[src/hdl/ieprio_cfg.svh]
// Constants of the interrupt enable and priority unit: offsets, field positions, resets.
// Assumes inclusion by bare name from the unit's design files.
`ifndef IEPRIO_CFG_SVH
`define IEPRIO_CFG_SVH

`define IEPRIO_ADDR_ENABLE_LOW     8'hA8
`define IEPRIO_ADDR_PRIORITY_LOW   8'hB8
`define IEPRIO_ADDR_ENABLE_HIGH    8'hE8
`define IEPRIO_ADDR_PRIORITY_HIGH  8'hF8

`define IEPRIO_RESET_BYTE          8'h00

`define IEPRIO_BIT_GLOBAL          7
`define IEPRIO_ENH_GP_PIN          7
`define IEPRIO_ENH_USB             6
`define IEPRIO_ENH_FIFO_SERIAL     5
`define IEPRIO_ENH_TWO_WIRE        4
`define IEPRIO_ENH_CONTACTLESS0    3
`define IEPRIO_ENH_CONTACTLESS1    2
`define IEPRIO_PRH_NUMBER7         0

`define IEPRIO_ENH_WRITE_MASK      8'hFC
`define IEPRIO_PRL_WRITE_MASK      8'h7F
`define IEPRIO_PRH_WRITE_MASK      8'hFD

`define IEPRIO_NUM_SOURCES         15
`define IEPRIO_VECTOR_BASE         16'h0003
`define IEPRIO_VECTOR_STEP         16'h0008
`define IEPRIO_VECTOR_LAST         16'h0073

`endif

[src/hdl/ieprio_pkg.sv]
// Types shared by the interrupt enable and priority unit.
// Assumes no other package.
`default_nettype none

package ieprio_pkg;

    typedef enum logic [1:0]
    {
        IEPRIO_IDLE,
        IEPRIO_LOW_ACTIVE,
        IEPRIO_HIGH_ACTIVE
    } ieprio_level_t;

    typedef logic [3:0] ieprio_index_t;

endpackage : ieprio_pkg

`default_nettype wire

[src/hdl/ieprio_pick.sv]
// Fixed-rank selector: lowest request number among a vector wins.
// Assumes a purely combinational use by the unit's top module.
`default_nettype none
`include "ieprio_cfg.svh"

module ieprio_pick
(
    input  wire logic [14:0]            i_req,
    output logic                        o_any,
    output ieprio_pkg::ieprio_index_t   o_index
);

    always_comb
    begin
        o_any   = 1'b0;
        o_index = 4'h0;
        for (int k = `IEPRIO_NUM_SOURCES - 1; k >= 0; k--)
        begin
            if (i_req[k])
            begin
                o_any   = 1'b1;
                o_index = 4'(k);
            end
        end
    end

endmodule // ieprio_pick

`default_nettype wire

[src/hdl/ieprio_top.sv]
// Interrupt enable and two-level priority unit of the embedded core.
// Assumes the core's special register port and same-clock request lines from peripherals.
//
// Summary of operation
// - Enable high bit 7 gates pin IRQ.
// - Enable high bit 6 gates USB request.
// - Enable high bit 5 gates FIFO/serial request.
// - Enable high bit 4 gates two-wire request.
// - Enable high bit 3 gates contactless line zero.
// - Enable high bit 2 gates contactless line one.
// - Each source has a low/high priority bit.
// - High priority served before low priority.
// - Same level resolved by fixed rank.
// - High preempts low; no same-level nesting.
// - Return resumes after the interrupted point.
// - One instruction runs after return first.
// - Priority low bits 6:0 map core sources.
// - Priority high bits 7:2 map peripherals.
// - Priority high bit 0 raises number 7.
// - Global enable bit 7 masks all sources.
// - Rank follows number; vectors 0003h step 8.
`default_nettype none
`include "ieprio_cfg.svh"

module ieprio_top
(
    input  wire logic        i_clk_sys,
    input  wire logic        i_reset_n,
    input  wire logic [7:0]  i_sfr_addr,
    input  wire logic        i_sfr_wr,
    input  wire logic        i_sfr_rd,
    input  wire logic [7:0]  i_sfr_wdata,
    input  wire logic        i_ext_pin_zero_req,
    input  wire logic        i_timer0_req,
    input  wire logic        i_ext_pin_one_req,
    input  wire logic        i_timer1_req,
    input  wire logic        i_debug_serial_req,
    input  wire logic        i_timer2_req,
    input  wire logic        i_near_field_wired_req,
    input  wire logic        i_contactless_request_one,
    input  wire logic        i_contactless_request_zero,
    input  wire logic        i_two_wire_req,
    input  wire logic        i_fifo_serial_req,
    input  wire logic        i_usb_req,
    input  wire logic        i_gp_pin_req,
    input  wire logic        i_irq_ack,
    input  wire logic        i_return_from_interrupt,
    input  wire logic        i_instr_done,
    output logic [7:0]       o_sfr_rdata,
    output logic             o_irq_req,
    output logic [15:0]      o_irq_vector,
    output logic [3:0]       o_irq_number,
    output logic [1:0]       o_level_in_service
);

    logic [7:0]                 enable_mask_low_reg;
    logic [7:0]                 enable_mask_high_reg;
    logic [7:0]                 priority_select_low_reg;
    logic [7:0]                 priority_select_high_reg;
    ieprio_pkg::ieprio_level_t  level_reg;
    ieprio_pkg::ieprio_level_t  level_next;
    logic                       low_nested_reg;
    logic                       hold_off_reg;
    logic [14:0]                src_req;
    logic [14:0]                src_enable;
    logic [14:0]                src_high;
    logic [14:0]                gated;
    logic [14:0]                req_high;
    logic [14:0]                req_low;
    logic                       any_high;
    logic                       any_low;
    ieprio_pkg::ieprio_index_t  idx_high;
    ieprio_pkg::ieprio_index_t  idx_low;
    logic                       grant_high;
    logic                       grant_low;
    ieprio_pkg::ieprio_index_t  pick_index;

    // Requests, enables and levels ordered by interrupt number.
    assign src_req = {i_gp_pin_req, i_usb_req, i_fifo_serial_req, i_two_wire_req,
                      i_contactless_request_zero, i_contactless_request_one,
                      2'b00, i_near_field_wired_req, i_timer2_req,
                      i_debug_serial_req, i_timer1_req, i_ext_pin_one_req,
                      i_timer0_req, i_ext_pin_zero_req};

    assign src_enable = {enable_mask_high_reg[`IEPRIO_ENH_GP_PIN],
                         enable_mask_high_reg[`IEPRIO_ENH_USB],
                         enable_mask_high_reg[`IEPRIO_ENH_FIFO_SERIAL],
                         enable_mask_high_reg[`IEPRIO_ENH_TWO_WIRE],
                         enable_mask_high_reg[`IEPRIO_ENH_CONTACTLESS0],
                         enable_mask_high_reg[`IEPRIO_ENH_CONTACTLESS1],
                         2'b00, enable_mask_low_reg[6:0]};

    assign src_high = {priority_select_high_reg[7:2],
                       1'b0,
                       priority_select_high_reg[`IEPRIO_PRH_NUMBER7],
                       priority_select_low_reg[6:0]};

    // Global enable masks every source.
    assign gated = enable_mask_low_reg[`IEPRIO_BIT_GLOBAL]
                   ? (src_req & src_enable) : 15'h0000;

    assign req_high = gated & src_high;
    assign req_low  = gated & ~src_high;

    ieprio_pick u_pick_high
    (
        .i_req   (req_high),
        .o_any   (any_high),
        .o_index (idx_high)
    );

    ieprio_pick u_pick_low
    (
        .i_req   (req_low),
        .o_any   (any_low),
        .o_index (idx_low)
    );

    // High may preempt idle or low service; low only from idle.
    assign grant_high = any_high && !hold_off_reg
                        && (level_reg != ieprio_pkg::IEPRIO_HIGH_ACTIVE);
    assign grant_low  = any_low && !any_high && !hold_off_reg
                        && (level_reg == ieprio_pkg::IEPRIO_IDLE);
    assign pick_index = grant_high ? idx_high : idx_low;

    // Register writes; reserved bits stay zero.
    always_ff @(posedge i_clk_sys or negedge i_reset_n)
    begin
        if (!i_reset_n)
        begin
            enable_mask_low_reg      <= `IEPRIO_RESET_BYTE;
            enable_mask_high_reg     <= `IEPRIO_RESET_BYTE;
            priority_select_low_reg  <= `IEPRIO_RESET_BYTE;
            priority_select_high_reg <= `IEPRIO_RESET_BYTE;
        end
        else if (i_sfr_wr)
        begin
            if (i_sfr_addr == `IEPRIO_ADDR_ENABLE_LOW)
            begin
                enable_mask_low_reg <= i_sfr_wdata;
            end
            else if (i_sfr_addr == `IEPRIO_ADDR_ENABLE_HIGH)
            begin
                enable_mask_high_reg <= i_sfr_wdata & `IEPRIO_ENH_WRITE_MASK;
            end
            else if (i_sfr_addr == `IEPRIO_ADDR_PRIORITY_LOW)
            begin
                priority_select_low_reg <= i_sfr_wdata & `IEPRIO_PRL_WRITE_MASK;
            end
            else if (i_sfr_addr == `IEPRIO_ADDR_PRIORITY_HIGH)
            begin
                priority_select_high_reg <= i_sfr_wdata & `IEPRIO_PRH_WRITE_MASK;
            end
        end
    end

    // Read data registered one cycle after the read strobe.
    always_ff @(posedge i_clk_sys or negedge i_reset_n)
    begin
        if (!i_reset_n)
        begin
            o_sfr_rdata <= 8'h00;
        end
        else if (i_sfr_rd)
        begin
            if (i_sfr_addr == `IEPRIO_ADDR_ENABLE_LOW)
            begin
                o_sfr_rdata <= enable_mask_low_reg;
            end
            else if (i_sfr_addr == `IEPRIO_ADDR_ENABLE_HIGH)
            begin
                o_sfr_rdata <= enable_mask_high_reg;
            end
            else if (i_sfr_addr == `IEPRIO_ADDR_PRIORITY_LOW)
            begin
                o_sfr_rdata <= priority_select_low_reg;
            end
            else if (i_sfr_addr == `IEPRIO_ADDR_PRIORITY_HIGH)
            begin
                o_sfr_rdata <= priority_select_high_reg;
            end
            else
            begin
                o_sfr_rdata <= 8'h00;
            end
        end
    end

    // Request and vector towards the core, recomputed each cycle except on acknowledge or return, which clear the request and hold number and vector.
    always_ff @(posedge i_clk_sys or negedge i_reset_n)
    begin
        if (!i_reset_n)
        begin
            o_irq_req    <= 1'b0;
            o_irq_number <= 4'h0;
            o_irq_vector <= 16'h0000;
        end
        else if (i_irq_ack || i_return_from_interrupt)
        begin
            o_irq_req <= 1'b0;
        end
        else
        begin
            o_irq_req    <= grant_high || grant_low;
            o_irq_number <= pick_index;
            o_irq_vector <= `IEPRIO_VECTOR_BASE
                            + (`IEPRIO_VECTOR_STEP * {12'h000, pick_index});
        end
    end

    // Level in service, with one low level saved under a high preemption.
    always_comb
    begin
        level_next = level_reg;
        if (i_irq_ack && o_irq_req)
        begin
            if (o_irq_number <= 4'hE && src_high[o_irq_number])
            begin
                level_next = ieprio_pkg::IEPRIO_HIGH_ACTIVE;
            end
            else
            begin
                level_next = ieprio_pkg::IEPRIO_LOW_ACTIVE;
            end
        end
        else if (i_return_from_interrupt)
        begin
            if (level_reg == ieprio_pkg::IEPRIO_HIGH_ACTIVE && low_nested_reg)
            begin
                level_next = ieprio_pkg::IEPRIO_LOW_ACTIVE;
            end
            else
            begin
                level_next = ieprio_pkg::IEPRIO_IDLE;
            end
        end
    end

    always_ff @(posedge i_clk_sys or negedge i_reset_n)
    begin
        if (!i_reset_n)
        begin
            level_reg      <= ieprio_pkg::IEPRIO_IDLE;
            low_nested_reg <= 1'b0;
        end
        else
        begin
            level_reg <= level_next;
            if (i_irq_ack && o_irq_req)
            begin
                low_nested_reg <= (level_reg == ieprio_pkg::IEPRIO_LOW_ACTIVE);
            end
            else if (i_return_from_interrupt
                     && level_reg == ieprio_pkg::IEPRIO_HIGH_ACTIVE)
            begin
                low_nested_reg <= 1'b0;
            end
        end
    end

    // After return, hold off until one instruction completes.
    always_ff @(posedge i_clk_sys or negedge i_reset_n)
    begin
        if (!i_reset_n)
        begin
            hold_off_reg <= 1'b0;
        end
        else if (i_return_from_interrupt)
        begin
            hold_off_reg <= 1'b1;
        end
        else if (i_instr_done)
        begin
            hold_off_reg <= 1'b0;
        end
    end

    always_ff @(posedge i_clk_sys or negedge i_reset_n)
    begin
        if (!i_reset_n)
        begin
            o_level_in_service <= 2'b00;
        end
        else
        begin
            o_level_in_service <= {level_next == ieprio_pkg::IEPRIO_HIGH_ACTIVE,
                                   level_next != ieprio_pkg::IEPRIO_IDLE};
        end
    end

endmodule // ieprio_top

`default_nettype wire

[config.mk]
export PLATFORM = sky130hd
export DESIGN_NAME = ieprio_top
export DESIGN_NICKNAME = d
export VERILOG_FILES = /design/src/hdl/ieprio_pkg.sv /design/src/hdl/ieprio_pick.sv /design/src/hdl/ieprio_top.sv
export VERILOG_INCLUDE_DIRS = /design/src /design/src/hdl
export SDC_FILE = /design/constraint.sdc
export NUM_CORES = 1
export LEC_CHECK = 0
export BUFFER_PORTS_ARGS = -buffer_cell sky130_fd_sc_hd__buf_2
export CAP_MARGIN = 20
export CORE_UTILIZATION = 49
export DETAILED_ROUTE_END_ITERATION = 12
export GPL_TIMING_DRIVEN = 0
export PLACE_DENSITY = 0.77
export SYNTH_ARGS = -nofsm -noshare
export SYNTH_HDL_FRONTEND = slang
export SYNTH_SLANG_ARGS = --single-unit
[constraint.sdc]
create_clock -name i_clk_sys -period 1.85 [get_ports i_clk_sys]
set_input_delay 0.4625 -clock i_clk_sys [delete_from_list [all_inputs] [get_ports i_clk_sys]]
set_output_delay 0.4625 -clock i_clk_sys [all_outputs]
set_load 0.02 [all_outputs]
==> results.ini <==
[timing]
hold_viol_final = 0
period_share_pct = 114
period_minus_slack_ps = 2110
slew_headroom_pct = 60.0
setup_ws_ps = -257
setup_viol = 5
rsz0062_at_grt = yes
slew_viol_final = 0
tightestPinTransition_ps = 598
max_freq_mhz = 475
fin_skew_ps = 5.44

[yosys]
yosys-top-cells-area = dfrtp_1, mux2_2, mux4_2, buf_4, nand4_1
ys_ff_latch = 48
synth_edf_count = 0
ys_seq_area_share_pct = 42.0
ys_types = 55
yosysTopAreaCell = dfrtp_1
synthFlopType = dfrtp_1
syn_area_per_cell_um2 = 10.5
synth_top_area_share_pct = 42.0
async_flop_share_pct = 100
synthesis.area_mm2 = 0.00286
synthCells = 273
synth_warnings = 0

[placed_design]
dpl.hpwl_um = 5410
gp_congestion = 0.933
dp_slack_ps = -481
dpl_cell_area_mm2 = 0.00332
port_buffers = 55
dp_cells = 409

[cells_and_area]
final_common_cell = buf_2
final_area_mm2 = 0.00363
final_cell_mix = buf_2, dfrtp_1, buf_4
layout.nets = 397
syn2layout_area_growth_pct = 26.9
fin_cells = 434
drive_above_1_share_pct = 43.6
diodes = 0
final_util_pct = 65.1

[routing]
firstDrtPassIters = 4
met1_length_um = 3180
wl_um = 7420
ant_nets = 0
wl_per_cell_um = 17.1
met3WireLength_um = 496
drc_errors = 0
drt-initial-drc-count = 156
wl_met2_um = 3670
viasPerCell = 5.67
top_layer = met4
num_vias = 2460

[floorplanning]
die_w_um = 78.4
fp.dieH_um = 78.4
pin_count = 67
initial_core_util_pct = 51.3
rows = 27
core_region_area_mm2 = 0.00557
die_area_mm2 = 0.00615

[power]
ir_drop_uv = 399
leakage_nw = 1.79
pwr_density_cell_mw_per_mm2 = 600
total_power_w = 0.00218

[setup_path]
cp.arrival_ps = 2310
cp_data_required_time_ps = 2050
crit_path_start_kind = flip-flop
criticalPathCategory = reg -> reg
worst_setup_path_end_kind = flip-flop
crit_fanout = 10

[clocking]
htreeDepth = 2
cts_tree = done
ctsRootBufferMaster = clkbuf_8
clock-sinks = 48
clockBufferDepth = 2
cts_buffers = 5
insertion_delay_ps = 300
path_clk_slew_ps = 90

[outcome]
status = finished, violations left
failed_checks = setup timing

[min_path]
hold_path.class = in -> reg

[global_routing]
grt_first_pass_wirelength_um = 11800
grt_overflow_total = 0
grt_max_degree = 49
grt_pass1_vias = 2376
grt_usage_pct = 25.3
grt_antenna_before_repair = 0

[flow_run]
drv_cap = 0

## routing by layer
layer,track usage [%],vias up
met2,43.6,116
met4,8.33,0
met3,4.30,8
li1,-,1183
met1,32.1,1153
met5,0,-
## kinds of logic after synthesis
logic type / after synthesis / share of synthesized area [%]
flops: 48 / 42.0
compound gates: 49 / 11.5
mux: 40 / 18.9
simple gates: 96 / 20.3
buf+inv: 39 / 7.22
other cells: 1 / 0.131
## through the flow
stage | hold WS, ps | TNS (ps)
final | 373 | -786
after global routing | 375 | -1410
after CTS | 369 | -761
after detailed placement | 488 | -8290
after global placement | 469 | -7570
after floorplan | 167 | -699
## worst max-delay path: stages (launching register included)
cell and delay [ps]:
dfrtp_1 410, buf_4 170, and4b_1 230, or4b_4 500, or4_4 530, nand4_1 90, a21boi_1 60
## timing repair
| item | CTS | global route |
|---|---|---|
| buffers inserted | 9 | 6 |
| setup endpoints to repair | 12 | 16 |
| resized for setup | 10 | 6 |
| hold buffers | 0 | 1 |
| pin swaps | 6 | 11 |
| cloned | 0 | 0 |
| endpoints found under the hold margin | 0 | 7 |
## power by group
| group | leakage, nW | switching (W) | internal [W] |
|---|---|---|---|
| registers | 0.642 | 0.0000637 | 0.00109 |
| clock network | 0.0516 | 0.000363 | 0.000306 |
| logic | 1.10 | 0.000180 | 0.000173 |
| total | 1.79 | 0.000607 | 0.00157 |
## cell type report
class                      count  area (um^2)
sequential                    48         1200
clock inverter                 2         13.8
tap                           72         90.1
clock buffer                   6         82.6
inverter                      14         52.6
fill                         459         1950
timing repair buffer          72          430
multi-input combinational    195         1570
buffer                        25          183
## Yosys cell counts, types with 2 or more instances
library cell and number:
dfrtp_1 48, mux2_2 28, nor2_1 19, buf_4 15, inv_1 14, nand2_1 14
nand3_1 14, nand4_1 14, a21oi_1 9, o21ai_0 9, mux4_2 7, o22ai_1 7
clkbuf_1 6, a31oi_1 4, mux2i_1 4, nand4b_1 4, and4b_1 3, buf_2 3
nor3b_1 3, or4_1 3, a211oi_1 2, a32oi_1 2, and2_1 2, and4b_4 2
nand2b_1 2, nor3_1 2, nor3_2 2, o21a_1 2, o22a_1 2, o31ai_1 2
## path summary, 6_finish.rpt
path / from / endpoint / slack, ps / depth (start not counted)
setup reg to reg: enable_mask_low_reg[7] / o_irq_req / -260 / 6
setup / recovery: enable_mask_low_reg[7] / o_irq_req / -260 / 6
min in group asynchronous: i_reset_n / enable_mask_high_reg[5] / 530 / 2
hold / removal: i_sfr_rd / o_sfr_rdata[1] / 370 / 2
hold reg to reg: o_irq_vector[1] / o_irq_vector[1] / 510 / 1
max in group asynchronous: i_reset_n / priority_select_high_reg[2] / 850 / 3
No activity file was read; power rests on OpenSTA's default activity.
